$ cat config.mk
export PLATFORM = sky130hd
export DESIGN_NAME = ctl_charge_term
export DESIGN_NICKNAME = d
export VERILOG_FILES = /design/src/rtl/ctl_pkg.sv /design/src/rtl/ctl_link_if.sv /design/src/rtl/ctl_sample_timer.sv /design/src/rtl/ctl_backup_timer.sv /design/src/rtl/ctl_charge_term.sv
export SDC_FILE = /design/constraint.sdc
export NUM_CORES = 1
export LEC_CHECK = 0
export ABC_CLOCK_PERIOD_IN_PS = 5300
export BUFFER_PORTS_ARGS = -buffer_cell sky130_fd_sc_hd__buf_2
export CAP_MARGIN = 20
export CELL_PAD_IN_SITES_DETAIL_PLACEMENT = 0
export CELL_PAD_IN_SITES_GLOBAL_PLACEMENT = 1
export CORE_ASPECT_RATIO = 1.75
export CORE_MARGIN = 4
export CORE_UTILIZATION = 53
export DETAILED_ROUTE_END_ITERATION = 8
export PLACE_DENSITY_LB_ADDON = 0.12
export SETUP_SLACK_MARGIN = 0.05
export SLEW_MARGIN = 20
export SYNTH_ARGS = -nofsm -noshare
export SYNTH_HDL_FRONTEND = slang
export SYNTH_HIERARCHICAL = 1
export SYNTH_SLANG_ARGS = --single-unit
$ cat constraint.sdc
create_clock -name I_SYS_CLK -period 5.3 [get_ports I_SYS_CLK]
set_clock_uncertainty 0.2 [all_clocks]
set_input_delay 0.795 -clock I_SYS_CLK [delete_from_list [all_inputs] [get_ports I_SYS_CLK]]
set_output_delay 0.795 -clock I_SYS_CLK [all_outputs]
set_load 0.02 [all_outputs]
$ cat src/rtl/ctl_pkg.sv
// Shared constants, types and helpers for the charge termination logic
`default_nettype none
package ctl_pkg;

   // System clock
   localparam longint CLK_HZ           = 64'd50000000;

   // Times in their own units
   localparam longint SCK_HZ           = 64'd95000;
   localparam longint VFC_HZ_PER_VOLT  = 64'd24000;
   localparam longint GATE_PERIOD_MS   = 64'd1380;
   localparam longint GATE_LOW_MS      = 64'd33;
   localparam longint PRESET_MS        = 64'd11;
   localparam longint CONVERT_MS       = 64'd22;
   localparam longint START_MS         = 64'd60;
   localparam longint HOLD_SHORT_S     = 64'd177;
   localparam longint HOLD_LONG_S      = 64'd708;
   localparam longint MINUTE_S         = 64'd60;

   // Derived cycle counts
   localparam logic [15:0] SCK_HALF_CYC     = 16'(CLK_HZ / (64'd2 * SCK_HZ));
   localparam logic [31:0] GATE_PERIOD_CYC  = 32'(CLK_HZ * GATE_PERIOD_MS / 64'd1000);
   localparam logic [31:0] GATE_LOW_CYC     = 32'(CLK_HZ * GATE_LOW_MS / 64'd1000);
   localparam logic [31:0] PRESET_CYC       = 32'(CLK_HZ * PRESET_MS / 64'd1000);
   localparam logic [31:0] CONVERT_CYC      = 32'(CLK_HZ * CONVERT_MS / 64'd1000);
   localparam logic [39:0] START_CYC        = 40'(CLK_HZ * START_MS / 64'd1000);
   localparam logic [39:0] HOLD_SHORT_CYC   = 40'(CLK_HZ * HOLD_SHORT_S);
   localparam logic [39:0] HOLD_LONG_CYC    = 40'(CLK_HZ * HOLD_LONG_S);
   localparam logic [31:0] MINUTE_CYC       = 32'(CLK_HZ * MINUTE_S);

   // Ratchet counter: 2.0 V range over 1023 steps
   localparam int          RATCHET_W        = 10;
   localparam logic [9:0]  RATCHET_MAX      = 10'h3ff;
   localparam logic [9:0]  DROP_COUNTS      = 10'h002;

   // Backup time limits in minutes
   localparam logic [8:0]  LIMIT_111        = 9'h11b;  // 283
   localparam logic [8:0]  LIMIT_110        = 9'h0f7;  // 247
   localparam logic [8:0]  LIMIT_101        = 9'h0d4;  // 212
   localparam logic [8:0]  LIMIT_100        = 9'h0b1;  // 177
   localparam logic [8:0]  LIMIT_011        = 9'h08d;  // 141
   localparam logic [8:0]  LIMIT_010        = 9'h06a;  // 106
   localparam logic [8:0]  LIMIT_001        = 9'h047;  // 71
   localparam logic [8:0]  LIMIT_NONE       = 9'h1ff;

   typedef enum logic [1:0] {
      CTL_PH_IDLE    = 2'b00,
      CTL_PH_PRESET  = 2'b01,
      CTL_PH_CONVERT = 2'b10
   } ctl_phase_t;

   // Code is {low_ref, sense, high_ref}, open reads as one
   function automatic logic [8:0] ctl_limit_min(input logic [2:0] code);
      logic [8:0] lim;
      lim = LIMIT_NONE;
      case (code)
         3'h7:    lim = LIMIT_111;
         3'h6:    lim = LIMIT_110;
         3'h5:    lim = LIMIT_101;
         3'h4:    lim = LIMIT_100;
         3'h3:    lim = LIMIT_011;
         3'h2:    lim = LIMIT_010;
         3'h1:    lim = LIMIT_001;
         default: lim = LIMIT_NONE;
      endcase
      return lim;
   endfunction

endpackage
`default_nettype wire

$ cat src/rtl/ctl_link_if.sv
// Internal links between the controller and its sample and backup timers
`default_nettype none
interface ctl_link_if;
   logic       sck_tick;
   logic       preset;
   logic       convert;
   logic       conv_done;
   logic       gate_low;
   logic       bt_clear;
   logic       bt_run;
   logic [2:0] bt_code;
   logic       bt_expired;

   modport st_src (output sck_tick, output preset, output convert,
                   output conv_done, output gate_low);
   modport st_snk (input sck_tick, input preset, input convert,
                   input conv_done, input gate_low);
   modport bt_dev (input bt_clear, input bt_run, input bt_code, output bt_expired);
   modport bt_ctl (output bt_clear, output bt_run, output bt_code, input bt_expired);
endinterface
`default_nettype wire

$ cat src/rtl/ctl_sample_timer.sv
// Sample clock divider and gate / preload / convert sequencer
`default_nettype none
module ctl_sample_timer
   import ctl_pkg::*;
#(
   parameter logic [31:0] P_PERIOD_CYC  = GATE_PERIOD_CYC,
   parameter logic [31:0] P_PRESET_CYC  = PRESET_CYC,
   parameter logic [31:0] P_CONVERT_CYC = CONVERT_CYC
) (
   input  wire logic   i_clk,
   input  wire logic   i_rst,
   ctl_link_if.st_src  lnk,
   output logic        o_sck
);
   logic [15:0] div_reg,   div_next;
   logic        sck_reg,   sck_next;
   logic        tick_reg,  tick_next;
   logic [31:0] per_reg,   per_next;
   ctl_phase_t  ph_reg,    ph_next;
   logic        done_reg,  done_next;

   always_comb begin
      div_next  = div_reg + 16'h0001;
      sck_next  = sck_reg;
      tick_next = 1'b0;
      if (div_reg == SCK_HALF_CYC - 16'h0001) begin  // RQ1
         div_next  = 16'h0000;
         sck_next  = ~sck_reg;
         tick_next = ~sck_reg;
      end
      per_next  = (per_reg == P_PERIOD_CYC - 32'h1) ? 32'h0 : per_reg + 32'h1;  // RQ3
      ph_next   = ph_reg;
      done_next = 1'b0;
      case (ph_reg)
         CTL_PH_IDLE: begin
            if (per_next == 32'h0)
               ph_next = CTL_PH_PRESET;  // RQ3
         end
         CTL_PH_PRESET: begin
            if (per_reg == P_PRESET_CYC - 32'h1)
               ph_next = CTL_PH_CONVERT;  // RQ4
         end
         CTL_PH_CONVERT: begin
            if (per_reg == P_PRESET_CYC + P_CONVERT_CYC - 32'h1) begin  // RQ5
               ph_next   = CTL_PH_IDLE;
               done_next = 1'b1;
            end
         end
         default: ph_next = CTL_PH_IDLE;
      endcase
   end

   always_ff @(posedge i_clk or posedge i_rst) begin
      if (i_rst) begin
         div_reg  <= 16'h0000;
         sck_reg  <= 1'b0;
         tick_reg <= 1'b0;
         per_reg  <= 32'h0;
         ph_reg   <= CTL_PH_PRESET;
         done_reg <= 1'b0;
      end else begin
         div_reg  <= div_next;
         sck_reg  <= sck_next;
         tick_reg <= tick_next;
         per_reg  <= per_next;
         ph_reg   <= ph_next;
         done_reg <= done_next;
      end
   end

   assign o_sck         = sck_reg;
   assign lnk.sck_tick  = tick_reg;
   assign lnk.preset    = (ph_reg == CTL_PH_PRESET);
   assign lnk.convert   = (ph_reg == CTL_PH_CONVERT);
   assign lnk.gate_low  = (ph_reg != CTL_PH_IDLE);
   assign lnk.conv_done = done_reg;
endmodule
`default_nettype wire

$ cat src/rtl/ctl_backup_timer.sv
// Programmable fast charge backup timer, minute resolution
`default_nettype none
module ctl_backup_timer
   import ctl_pkg::*;
#(
   parameter logic [31:0] P_MINUTE_CYC = MINUTE_CYC
) (
   input  wire logic   i_clk,
   input  wire logic   i_rst,
   ctl_link_if.bt_dev  lnk
);
   logic [31:0] pre_reg, pre_next;
   logic [8:0]  min_reg, min_next;
   logic        exp_reg, exp_next;
   logic [8:0]  limit;

   always_comb begin
      limit    = ctl_limit_min(lnk.bt_code);  // RQ16 RQ17
      pre_next = pre_reg;
      min_next = min_reg;
      if (lnk.bt_run) begin  // RQ26
         pre_next = pre_reg + 32'h1;
         if (pre_reg == P_MINUTE_CYC - 32'h1) begin
            pre_next = 32'h0;
            if (min_reg != 9'h1ff)
               min_next = min_reg + 9'h001;
         end
      end
      // Set wins over a simultaneous clear
      exp_next = exp_reg & ~lnk.bt_clear;
      // Only a running timer expires, so a stale count cannot beat a clear
      if (lnk.bt_run && (lnk.bt_code != 3'h0) && (min_reg >= limit))  // RQ18 RQ19
         exp_next = 1'b1;
      if (lnk.bt_clear) begin  // RQ26
         pre_next = 32'h0;
         min_next = 9'h000;
      end
   end

   always_ff @(posedge i_clk or posedge i_rst) begin
      if (i_rst) begin
         pre_reg <= 32'h0;
         min_reg <= 9'h000;
         exp_reg <= 1'b0;
      end else begin
         pre_reg <= pre_next;
         min_reg <= min_next;
         exp_reg <= exp_next;
      end
   end

   assign lnk.bt_expired = exp_reg;
endmodule
`default_nettype wire

$ cat src/rtl/ctl_charge_term.sv
// Charge termination controller: negative slope, backup limits, fast/trickle
// Functional notes
// [RQ1] Sample timer drives a roughly 95 kHz sample clock to the converter.
// [RQ2] Converter pulses are counted only on sample clock edges, keeping them synchronous.
// [RQ3] Every 1.38 s the sense gate pulls low for 33 ms.
// [RQ4] Gate low starts an 11 ms preload phase that clears the ratchet count to zero.
// [RQ5] After preload, a 22 ms conversion window counts converter pulses.
// [RQ6] A conversion above the peak becomes the new peak.
// [RQ7] A conversion two counts under peak flags the first below-peak event.
// [RQ8] Two successive below-peak events assert slope detect and latch trickle.
// [RQ9] Slope sampling starts after 60 ms of fast charge.
// [RQ10] Slope detect affects the rate output only after holdoff elapses.
// [RQ11] Holdoff is 177 s, or 708 s for the long variant.
// [RQ12] A drop in holdoff followed by a rise clears slope detect and stays in fast mode.
// [RQ13] A drop in holdoff never recovered latches trickle at holdoff end.
// [RQ14] Ratchet count is ten bits, saturating at 1023.
// [RQ15] Any program input high selects timer mode.
// [RQ16] Timer mode picks one of seven time limits from the inputs.
// [RQ17] Limits are 283 down to 71 minutes by input code.
// [RQ18] Exceeding the time limit latches trickle mode.
// [RQ19] All program inputs low disables timer, selects temperature window.
// [RQ20] Cold pack forces trickle while the comparator reports cold.
// [RQ21] Over-temperature sets a latch that holds trickle mode.
// [RQ22] Over-temperature latch clears only on a reset event.
// [RQ23] Sense entering its window returns fast and pulses reset to timers; an entry while slope detect is set after holdoff keeps trickle latched.
// [RQ24] Sense below 1.0 V resets the slope detection logic.
// [RQ25] Power-up starts in fast mode with all counts cleared.
// [RQ26] Holdoff and backup timers run only in fast mode, restart on reset.
`default_nettype none
module ctl_charge_term
   import ctl_pkg::*;
#(
   parameter bit          P_LONG_HOLDOFF  = 1'b0,
   parameter logic [31:0] P_PERIOD_CYC    = GATE_PERIOD_CYC,
   parameter logic [31:0] P_PRESET_CYC    = PRESET_CYC,
   parameter logic [31:0] P_CONVERT_CYC   = CONVERT_CYC,
   parameter logic [39:0] P_START_CYC     = START_CYC,
   parameter logic [39:0] P_HOLD_CYC      = P_LONG_HOLDOFF ? HOLD_LONG_CYC : HOLD_SHORT_CYC,
   parameter logic [31:0] P_MINUTE_CYC    = MINUTE_CYC
) (
   input  wire logic        I_SYS_CLK,
   input  wire logic        I_RST,
   input  wire logic        I_VFC_PULSE,
   input  wire logic        I_SENSE_IN_WINDOW,
   input  wire logic        I_SENSE_UNDER,
   input  wire logic        I_LOW_REF_PROG_HIGH,
   input  wire logic        I_SENSE_PROG_HIGH,
   input  wire logic        I_HIGH_REF_PROG_HIGH,
   input  wire logic        I_UNDER_TEMP,
   input  wire logic        I_OVER_TEMP,
   output logic             O_SAMPLE_CLK,
   output logic             O_SENSE_GATE_OUT,
   output logic             O_SENSE_GATE_OE,
   output logic             O_FAST_TRICKLE_OUT,
   output logic             O_FAST_TRICKLE_OE,
   output logic             O_NEG_SLOPE,
   output logic             O_FIRST_EVENT,
   output logic             O_TIMER_MODE,
   output logic             O_OVER_TEMP_LATCHED,
   output logic [9:0]       O_PEAK_COUNT
);

   ctl_link_if lnk ();

   ctl_sample_timer #(
      .P_PERIOD_CYC  (P_PERIOD_CYC),
      .P_PRESET_CYC  (P_PRESET_CYC),
      .P_CONVERT_CYC (P_CONVERT_CYC)
   ) u_sample (
      .i_clk (I_SYS_CLK),
      .i_rst (I_RST),
      .lnk   (lnk.st_src),
      .o_sck (O_SAMPLE_CLK)
   );

   ctl_backup_timer #(
      .P_MINUTE_CYC (P_MINUTE_CYC)
   ) u_backup (
      .i_clk (I_SYS_CLK),
      .i_rst (I_RST),
      .lnk   (lnk.bt_dev)
   );

   // Programming inputs and mode select
   logic [2:0] prog_code;
   logic       time_mode;
   logic       temp_mode;

   assign prog_code = {I_LOW_REF_PROG_HIGH, I_SENSE_PROG_HIGH, I_HIGH_REF_PROG_HIGH};
   assign time_mode = |prog_code;  // RQ15
   assign temp_mode = ~time_mode;  // RQ19

   // Window entry detection and reset event
   logic win_prev_reg, win_prev_next;
   logic rst_evt;

   always_comb begin
      win_prev_next = I_SENSE_IN_WINDOW;
   end

   always_ff @(posedge I_SYS_CLK or posedge I_RST) begin
      if (I_RST)
         win_prev_reg <= 1'b0;
      else
         win_prev_reg <= win_prev_next;
   end

   assign rst_evt = I_SENSE_IN_WINDOW & ~win_prev_reg;  // RQ23

   // Over-temperature latch
   logic ot_reg, ot_next;

   always_comb begin
      // Set wins over a reset event in the same cycle
      ot_next = (ot_reg & ~rst_evt) | (temp_mode & I_OVER_TEMP);  // RQ21 RQ22
   end

   always_ff @(posedge I_SYS_CLK or posedge I_RST) begin
      if (I_RST)
         ot_reg <= 1'b0;  // RQ22
      else
         ot_reg <= ot_next;
   end

   // Fast charge time counter: start delay and holdoff
   logic [39:0] hold_reg, hold_next;
   logic        fast_reg, fast_next;
   logic        started;
   logic        hold_done;

   assign started   = (hold_reg >= P_START_CYC);  // RQ9
   assign hold_done = (hold_reg >= P_HOLD_CYC);   // RQ10 RQ11

   always_comb begin
      hold_next = hold_reg;
      if (rst_evt)
         hold_next = 40'h0;  // RQ26
      else if (fast_reg && !hold_done)
         hold_next = hold_reg + 40'h1;  // RQ26
   end

   always_ff @(posedge I_SYS_CLK or posedge I_RST) begin
      if (I_RST)
         hold_reg <= 40'h0;  // RQ25
      else
         hold_reg <= hold_next;
   end

   // Ratchet counter fed by synchronous converter pulses
   logic [9:0] rat_reg,  rat_next;
   logic       vfc_prev_reg, vfc_prev_next;
   logic       vfc_edge;

   assign vfc_edge = lnk.sck_tick & I_VFC_PULSE & ~vfc_prev_reg;  // RQ2

   always_comb begin
      vfc_prev_next = lnk.sck_tick ? I_VFC_PULSE : vfc_prev_reg;  // RQ2
      rat_next      = rat_reg;
      if (lnk.preset)
         rat_next = 10'h000;  // RQ4
      else if (lnk.convert && vfc_edge && rat_reg != RATCHET_MAX)
         rat_next = rat_reg + 10'h001;  // RQ5 RQ14
   end

   always_ff @(posedge I_SYS_CLK or posedge I_RST) begin
      if (I_RST) begin
         rat_reg      <= 10'h000;
         vfc_prev_reg <= 1'b0;
      end else begin
         rat_reg      <= rat_next;
         vfc_prev_reg <= vfc_prev_next;
      end
   end

   // Peak tracking and below-peak events
   logic [9:0] peak_reg,  peak_next;
   logic       first_reg, first_next;
   logic       nslope_reg, nslope_next;
   logic       below_peak;

   assign below_peak = (peak_reg >= DROP_COUNTS) && (rat_reg <= peak_reg - DROP_COUNTS);

   always_comb begin
      peak_next   = peak_reg;
      first_next  = first_reg;
      nslope_next = nslope_reg;
      if (I_SENSE_UNDER || rst_evt) begin  // RQ24
         peak_next   = 10'h000;
         first_next  = 1'b0;
         nslope_next = 1'b0;
      end else if (lnk.conv_done && started) begin  // RQ9
         if (rat_reg > peak_reg) begin
            peak_next   = rat_reg;  // RQ6
            first_next  = 1'b0;
            nslope_next = 1'b0;     // RQ12
         end else if (below_peak) begin
            if (first_reg)
               nslope_next = 1'b1;  // RQ8 RQ13
            else
               first_next  = 1'b1;  // RQ7
         end else begin
            first_next = 1'b0;
         end
      end
   end

   always_ff @(posedge I_SYS_CLK or posedge I_RST) begin
      if (I_RST) begin
         peak_reg   <= 10'h000;  // RQ25
         first_reg  <= 1'b0;
         nslope_reg <= 1'b0;
      end else begin
         peak_reg   <= peak_next;
         first_reg  <= first_next;
         nslope_reg <= nslope_next;
      end
   end

   // Trickle latch from slope detection, and the fast/trickle decision
   logic trk_reg, trk_next;

   always_comb begin
      // Set wins over a reset event in the same cycle
      trk_next  = (trk_reg & ~rst_evt) | (nslope_reg & hold_done);  // RQ8 RQ10 RQ13
      fast_next = I_SENSE_IN_WINDOW                  // RQ23
                & ~trk_reg                           // RQ8
                & ~lnk.bt_expired                    // RQ18
                & ~(temp_mode & I_UNDER_TEMP)        // RQ20
                & ~ot_reg;                           // RQ21
   end

   always_ff @(posedge I_SYS_CLK or posedge I_RST) begin
      if (I_RST) begin
         trk_reg  <= 1'b0;
         fast_reg <= 1'b1;  // RQ25
      end else begin
         trk_reg  <= trk_next;
         fast_reg <= fast_next;
      end
   end

   // Backup timer control
   assign lnk.bt_clear = rst_evt;   // RQ23 RQ26
   assign lnk.bt_run   = fast_reg;  // RQ26
   assign lnk.bt_code  = prog_code; // RQ16

   // Open-collector pins: enable high pulls the pin low
   assign O_SENSE_GATE_OUT    = 1'b0;
   assign O_SENSE_GATE_OE     = lnk.gate_low;  // RQ3
   assign O_FAST_TRICKLE_OUT  = 1'b0;
   assign O_FAST_TRICKLE_OE   = ~fast_reg;
   assign O_NEG_SLOPE         = nslope_reg;
   assign O_FIRST_EVENT       = first_reg;
   assign O_TIMER_MODE        = time_mode;
   assign O_OVER_TEMP_LATCHED = ot_reg;
   assign O_PEAK_COUNT        = peak_reg;
endmodule
`default_nettype wire

==> results of run 1 <==
==> cell families (layout without fill, tap and decap cells) <==
logic type | count (synthesis) | after routing | synth area share, %
and+or+nand+nor | 476 | 476 | 28.0
DFF | 162 | 162 | 42.1
AOI/OAI and AO/OA | 147 | 147 | 10.0
xor gates and xnor gates | 91 | 91 | 8.27
buffers and inverters | 81 | 101 | 4.15
adders and majority gates | 38 | 38 | 4.93
muxes | 24 | 24 | 2.56
other | 1 | 2 | 0.0389
==> routing by layer <==
metal | track usage [%] | vias to the layer above
met4 | 7.44 | 0
li1 | - | 3744
met2 | 41.7 | 102
met5 | 0 | -
met1 | 27.2 | 3762
met3 | 3.95 | 30
==> where the power goes <==
group	leakage (nW)	switching (mW)	total (mW)	internal [mW]
Combinational	2.03	0.0838	0.116	0.0321
Clock	0.303	0.518	1.32	0.801
Sequential	2.22	0.0202	1.27	1.25
Total	4.55	0.622	2.71	2.08
==> worst max-delay path by stage <==
stage,from,end,cells past startpoint
3_3_place_gp,I_SENSE_IN_WINDOW,u_backup/pre_reg[20],6
3_5_place_dp,u_sample/per_reg[0],u_sample/ph_reg[0],8
4_1_cts,u_sample/per_reg[5],u_sample/ph_reg[0],7
6_report,u_sample/per_reg[5],u_sample/ph_reg[0],7
5_1_grt,u_sample/per_reg[0],u_sample/ph_reg[0],8
2_1_floorplan,u_sample/per_reg[6],u_sample/ph_reg[0],8
==> worst reg2reg max path, stage by stage (launching register included) <==
cell and delay [ns]:
dfrtp_1 0.54, nand3_1 0.24, or4_1 0.62, nor4_1 0.35, xor2_1 0.13, or4_1 0.54, or4_1 0.49, o31ai_2 0.22
==> cell usage after synthesis (all sizes together), types with 3 or more instances <==
| library cell | n |
|---|---|
| nor4b | 11 |
| mux2i | 19 |
| o21ai | 19 |
| o21a | 6 |
| o211ai | 5 |
| a21oi | 51 |
| or4b | 3 |
| mux2 | 5 |
| nand3 | 66 |
| a21o | 7 |
| inv | 35 |
| nor4bb | 3 |
| or4 | 34 |
| and3 | 21 |
| nor3b | 3 |
| clkbuf | 30 |
| or3 | 9 |
| nand4 | 41 |
| and2 | 11 |
| o31ai | 26 |
| nand4b | 8 |
| xor2 | 33 |
| ha | 38 |
| a211oi | 4 |
| nand2b | 14 |
| nor2 | 89 |
| dfrtp | 160 |
| nand2 | 79 |
| nor3 | 28 |
| xnor2 | 58 |
| a22o | 3 |
| a31oi | 4 |
| buf | 15 |
| nor4 | 26 |
| nor2b | 10 |
| and4 | 15 |
==> stage by stage <==
step | hold slack [ns] | area (um^2) | cells | setup slack (ns) | util [%]
detailed placement | 0.266 | 9880 | 1243 | 1.90 | 55.0
global placement | 0.262 | 9880 | 1243 | 1.78 | 55.0
global route | 0.275 | 10500 | 1275 | 1.62 | 58.5
CTS | 0.252 | 10500 | 1275 | 1.90 | 58.5
finish | 0.241 | 10500 | 1275 | 1.88 | 58.5
floorplan | 0.246 | 9650 | 1021 | 2.14 | -
==> placed cells by master (no fill, tap or decap), types with 12 or more instances in the layout <==
cell / instances
or4_1: 33
nor2_1: 89
nand3_1: 66
nor3_1: 26
ha_1: 38
o21ai_0: 12
nand2_1: 79
nand4_1: 39
nor4_1: 20
inv_1: 31
a21oi_1: 51
and4_1: 13
mux2i_1: 19
xnor2_1: 58
nand2b_1: 12
dfrtp_1: 160
o31ai_1: 25
and3_1: 21
xor2_1: 33
buf_2: 26
clkbuf_16: 17
==> area by class of cell <==
type                            count  area (um^2)  area share [%]
Sequential cell                   162         4060            38.6
Inverter                           35          131            1.25
Timing Repair Buffer               34          190            1.81
Clock inverter                     13          185            1.76
Clock buffer                       19          443            4.22
Tap cell                          234          293            2.79
Multi-Input combinational cell    778         5210            49.6
==> results.py, run 1 <==
metrics = {
    "clock_tree": {
        "hold_buffers": 0,
        "htree_levels": 4,
        "clock_path_buffers": 2,
        "clockRootBuffer": "clkbuf_16",
        "post_cts_buffers": 0,
        "clk_pin_slew_ns": 0.07,
        "clk_latency_ns": 0.43,
        "cts_resized": 0,
        "cts_tree": "yes",
        "numClockSinks": 162,
        "cts_buffers": 17,
    },
    "route": {
        "vias": 7638,
        "wl_met3_um": 486,
        "dr.first_iter.drc_count": 369,
        "vias_per_cell": 5.99,
        "met2_length_mm": 12.4,
        "first_pass_iters": 5,
        "remaining_drc_errors": 0,
        "top_layer_used": "met4",
        "wl_met1_mm": 8.87,
        "ant_nets": 0,
        "routed_wl_mm": 22.2,
        "routedWlPerCell_um": 17.4,
    },
    "synth": {
        "synth_area_leader_cell": "dfrtp_1",
        "synth_top_cells_by_area": "dfrtp_1 (42%), xnor2_1 (5.3%), ha_1 (4.9%)",
        "synth.ff_latch_count": 162,
        "yosysUniqueCellTypes": 81,
        "netlist_area_um2": 9640,
        "postSynthCellCount": 1020,
        "synth-edff-count": 0,
        "syn_avg_cell_area_um2": 9.45,
        "ys_seq_area_share_pct": 42.1,
        "synth_warnings": 6,
        "synth-main-ff-cell": "dfrtp_1",
        "yosys.area.top_type_share_pct": 41.5,
        "synth-async-reset-ratio_pct": 100,
    },
    "setup_path": {
        "reg2reg_depth": 7,
        "endpoint_kind": "flop",
        "crit_buf_inv": 0,
        "cp_slowest_cell": "or4_1",
        "critPathKind": "flop to flop",
        "cp_max_fo": 11,
        "critical_path.cell_chain": "nand3_1, or4_1, nor4_1, xor2_1, or4_1, or4_1, o31ai_2",
        "arrival_ns": 3.57,
        "required_ns": 5.45,
        "path_common_cell": "or4_1",
        "r2r_end": "u_sample/ph_reg[0]",
        "max_stage_delay_ns": 0.62,
        "start_kind": "flop",
        "crit_family": "simple AND/OR/NAND/NOR gates",
        "worstReg2RegStart": "u_sample/per_reg[5]",
        "r2r_slack_ns": 1.88,
    },
    "worst_hold_path": {
        "hp-class": "input pin to async pin",
    },
    "floorplanning": {
        "ioPinCount": 29,
        "num_rows": 65,
        "die_area_um2": 20500,
        "core_um2": 18000,
        "chipWidth_um": 110,
        "start_util_pct": 53.7,
        "die_y_um": 186,
    },
    "global_route": {
        "first_global_vias": 7632,
        "antenna_found_initial": 0,
        "grt_pass1_wl_mm": 38.2,
        "grt_max_degree": 44,
        "overflow": 0,
        "track_usage_pct": 23.2,
    },
    "final_layout": {
        "num-nets-final": 1076,
        "area_delta_synth_final_pct": 8.97,
        "fillCellCount": 1649,
        "drive_gt1_share_pct": 9.32,
        "diodes": 0,
        "largest_reg_flops": 40,
    },
    "sta": {
        "fin_crit_sh_pct": 64.5,
        "fin_tns_setup_ns": 0,
        "setup_viol": 0,
        "min_period_ns": 3.42,
        "max_slew.worst_pin.slew_ns": 1.06,
        "report.final.slew_viol_count": 0,
        "timing.fmax_mhz": 293,
        "slew_headroom_pct": 27.8,
        "hold_viol_final": 0,
        "rsz0062_at_grt": "no",
    },
    "job": {
        "drv_cap": 0,
    },
    "run_status": {
        "status": "finished, final reports clean",
    },
    "power": {
        "total_leakage_power_nw": 4.55,
        "finalPower_mw": 2.71,
        "max-vdd-ir-drop_mv": 0.188,
        "p_per_area_nw_per_um2": 258,
    },
    "placed_design": {
        "portBuffers": 26,
        "globalplace.congestion": 0.892,
        "dp_hpwl_mm": 15.7,
    },
}
Power figures use the tool's default switching activity.
==> run 2: changes to the inputs <==
Settings changed: ABC_CLOCK_PERIOD_IN_PS 5300 to 3500, CORE_UTILIZATION 53 to 50.
Clock period 5.3 ns to 3.5 ns, I/O delays scaled along.
==> run 2 against run 1 <==
Non-clock buffer count up 21. Critical path type unchanged. Cell count increased by 2.2%. Die area increased by 5.6%. First-iteration DRC count increased by 7.3%. Largest cell class unchanged. Highest routed layer unchanged. Utilization fell by 2.6 points. Hold slack worse by 0.22 ns. Count of clock-buffer cells in the layout is the same. Combinational power up 55%. Design area up 1.2%.
==> results.py, run 2 (same netlist as run 1, synthesis figures left out) <==
metrics = {
    "run_status": {
        "status": "finished, final reports clean",
    },
    "final_layout": {
        "fillCellCount": 1759,
        "area_delta_synth_final_pct": 10.3,
        "drive_gt1_share_pct": 10.7,
        "diodes": 0,
        "largest_reg_flops": 40,
        "stdcell_count": 1303,
        "final_cell_mix": "dfrtp_1 (160), nor2_1 (89), nand2_1 (79)",
        "final_common_cell": "dfrtp_1",
        "num-nets-final": 1097,
    },
    "global_route": {
        "grt_max_degree": 44,
        "track_usage_pct": 22.5,
        "first_global_vias": 7929,
        "grt_pass1_wl_mm": 39.4,
        "antenna_found_initial": 0,
        "overflow": 0,
    },
    "route": {
        "routedWlPerCell_um": 17.4,
        "ant_nets": 0,
        "dr.first_iter.drc_count": 396,
        "vias_per_cell": 5.91,
        "vias": 7703,
        "first_pass_iters": 5,
        "routed_wl_mm": 22.7,
        "remaining_drc_errors": 0,
    },
    "worst_hold_path": {
        "min_from": "I_UNDER_TEMP",
        "hp-class": "input pin to flop",
        "hold_path_depth": 2,
        "holdPathEnd": "fast_reg",
    },
    "sta": {
        "report.final.slew_viol_count": 0,
        "min_period_ns": 3.18,
        "hold_viol_final": 0,
        "max_slew.worst_pin.slew_ns": 1.00,
        "slew_headroom_pct": 33.0,
        "rsz0062_at_grt": "no",
        "setup_viol": 0,
        "fin_tns_setup_ns": 0,
        "timing.fmax_mhz": 315,
        "fin_crit_sh_pct": 90.8,
    },
    "clock_tree": {
        "numClockSinks": 162,
        "hold_buffers": 1,
        "htree_levels": 4,
        "post_cts_buffers": 0,
        "clk_pin_slew_ns": 0.06,
        "cts_tree": "yes",
        "clockRootBuffer": "clkbuf_16",
        "clock_path_buffers": 2,
        "clk_latency_ns": 0.43,
        "cts_buffers": 17,
        "cts_resized": 0,
    },
    "setup_path": {
        "path_common_cell": "or4_1",
        "r2r_slack_ns": 0.32,
        "max_stage_delay_ns": 0.55,
        "critPathKind": "flop to flop",
        "endpoint_kind": "flop",
        "critical_path.cell_chain": "nand3_1, or4_1, nor4_1, xor2_1, or4_1, or4_1, o31ai_2",
        "crit_family": "simple AND/OR/NAND/NOR gates",
        "crit_buf_inv": 0,
        "start_kind": "flop",
        "reg2reg_depth": 7,
        "cp_max_fo": 9,
        "r2r_end": "u_sample/ph_reg[0]",
        "worstReg2RegStart": "u_sample/per_reg[9]",
        "cp_slowest_cell": "or4_1",
        "arrival_ns": 3.32,
        "required_ns": 3.65,
    },
    "floorplanning": {
        "chipWidth_um": 113,
        "die_y_um": 192,
        "start_util_pct": 50.7,
        "die_area_um2": 21700,
        "ioPinCount": 29,
        "num_rows": 67,
        "core_um2": 19000,
    },
    "power": {
        "p_per_area_nw_per_um2": 378,
        "intPower_mw": 3.07,
        "power_frac_clock_pct": 47.6,
        "finalPower_mw": 4.02,
        "total_leakage_power_nw": 4.64,
        "p_seq_share_pct": 48.0,
        "swShare_pct": 23.6,
        "max-vdd-ir-drop_mv": 0.338,
        "power_switching_mw": 0.948,
        "power_frac_comb_pct": 4.5,
    },
    "placed_design": {
        "portBuffers": 26,
        "dp_hpwl_mm": 16.5,
        "placed_cells": 1270,
        "globalplace.congestion": 0.861,
    },
    "job": {
        "drv_cap": 0,
    },
}
==> run 2: changes by cell type in the layout (fill, tap and decap cells not counted) <==
cell / before / now
buf_4: 8 / 28
clkinv_2: 3 / 4
bufinv_16: 4 / 3
nand2b_2: 2 / 0
nand2b_1: 12 / 14
inv_6: 0 / 1
dlygate4sd3_1: 0 / 1
clkinv_4: 4 / 3
clkbuf_8: 1 / 0
clkbuf_1: 1 / 2
==> run 2: per-layer routing <==
layer / GRT usage (%) / routed length [um] / up-vias / share of wire (%)
li1: - / - / 3786 / -
met1: 24.9 / 8900 / 3740 / 39
met2: 41.3 / 12400 / 119 / 54
met3: 3.78 / 528 / 58 / 2.3
met4: 11.0 / 915 / 0 / 4.0
met5: 0 / 0 / - / 0
==> run 2: how the worst max path moves through the flow <==
stage	end	slack, ns	from	cells after the start
2_1_floorplan	u_sample/ph_reg[0]	0.34	u_sample/per_reg[6]	8
3_3_place_gp	u_sample/ph_reg[0]	0.38	u_sample/per_reg[9]	7
3_5_place_dp	u_sample/ph_reg[0]	0.33	u_sample/per_reg[9]	7
4_1_cts	u_sample/ph_reg[0]	0.32	u_sample/per_reg[9]	7
5_1_grt	u_sample/ph_reg[0]	0.18	u_sample/per_reg[7]	7
6_report	u_sample/ph_reg[0]	0.32	u_sample/per_reg[9]	7
==> run 2: layout make-up <==
type	count	area, um^2	share of cell area (%)
Tap cell	241	302	2.83
Timing Repair Buffer	55	350	3.29
Inverter	35	131	1.24
Multi-Input combinational cell	778	5200	48.9
Sequential cell	162	4060	38.1
Clock buffer	19	433	4.07
Clock inverter	13	160	1.51
==> run 2: power groups by stage <==
stage	logic (mW)	registers, mW	clock network [mW]
finish	0.180	1.93	1.91
floorplan	0.130	1.95	0
global placement	0.180	1.96	0
CTS	0.185	1.93	1.96
global route	0.209	1.93	2.04
detailed placement	0.183	1.96	0
==> run 2: worst reg2reg max path: stages (launching register included) <==
cell and delay (ns):
dfrtp_1 0.50, nand3_1 0.14, or4_1 0.55, nor4_1 0.32, xor2_1 0.13, or4_1 0.54, or4_1 0.50, o31ai_2 0.22
==> run 2: per-stage QoR <==
step	setup slack [ns]	hold slack (ns)	area, um^2	utilization, %
after floorplan	0.341	0.246	9650	-
after global placement	0.382	0.263	10000	52.7
after detailed placement	0.334	0.267	10000	52.7
after CTS	0.318	0.00744	10600	55.9
after global routing	0.184	0.0124	10600	55.9
final	0.321	0.0253	10600	55.9
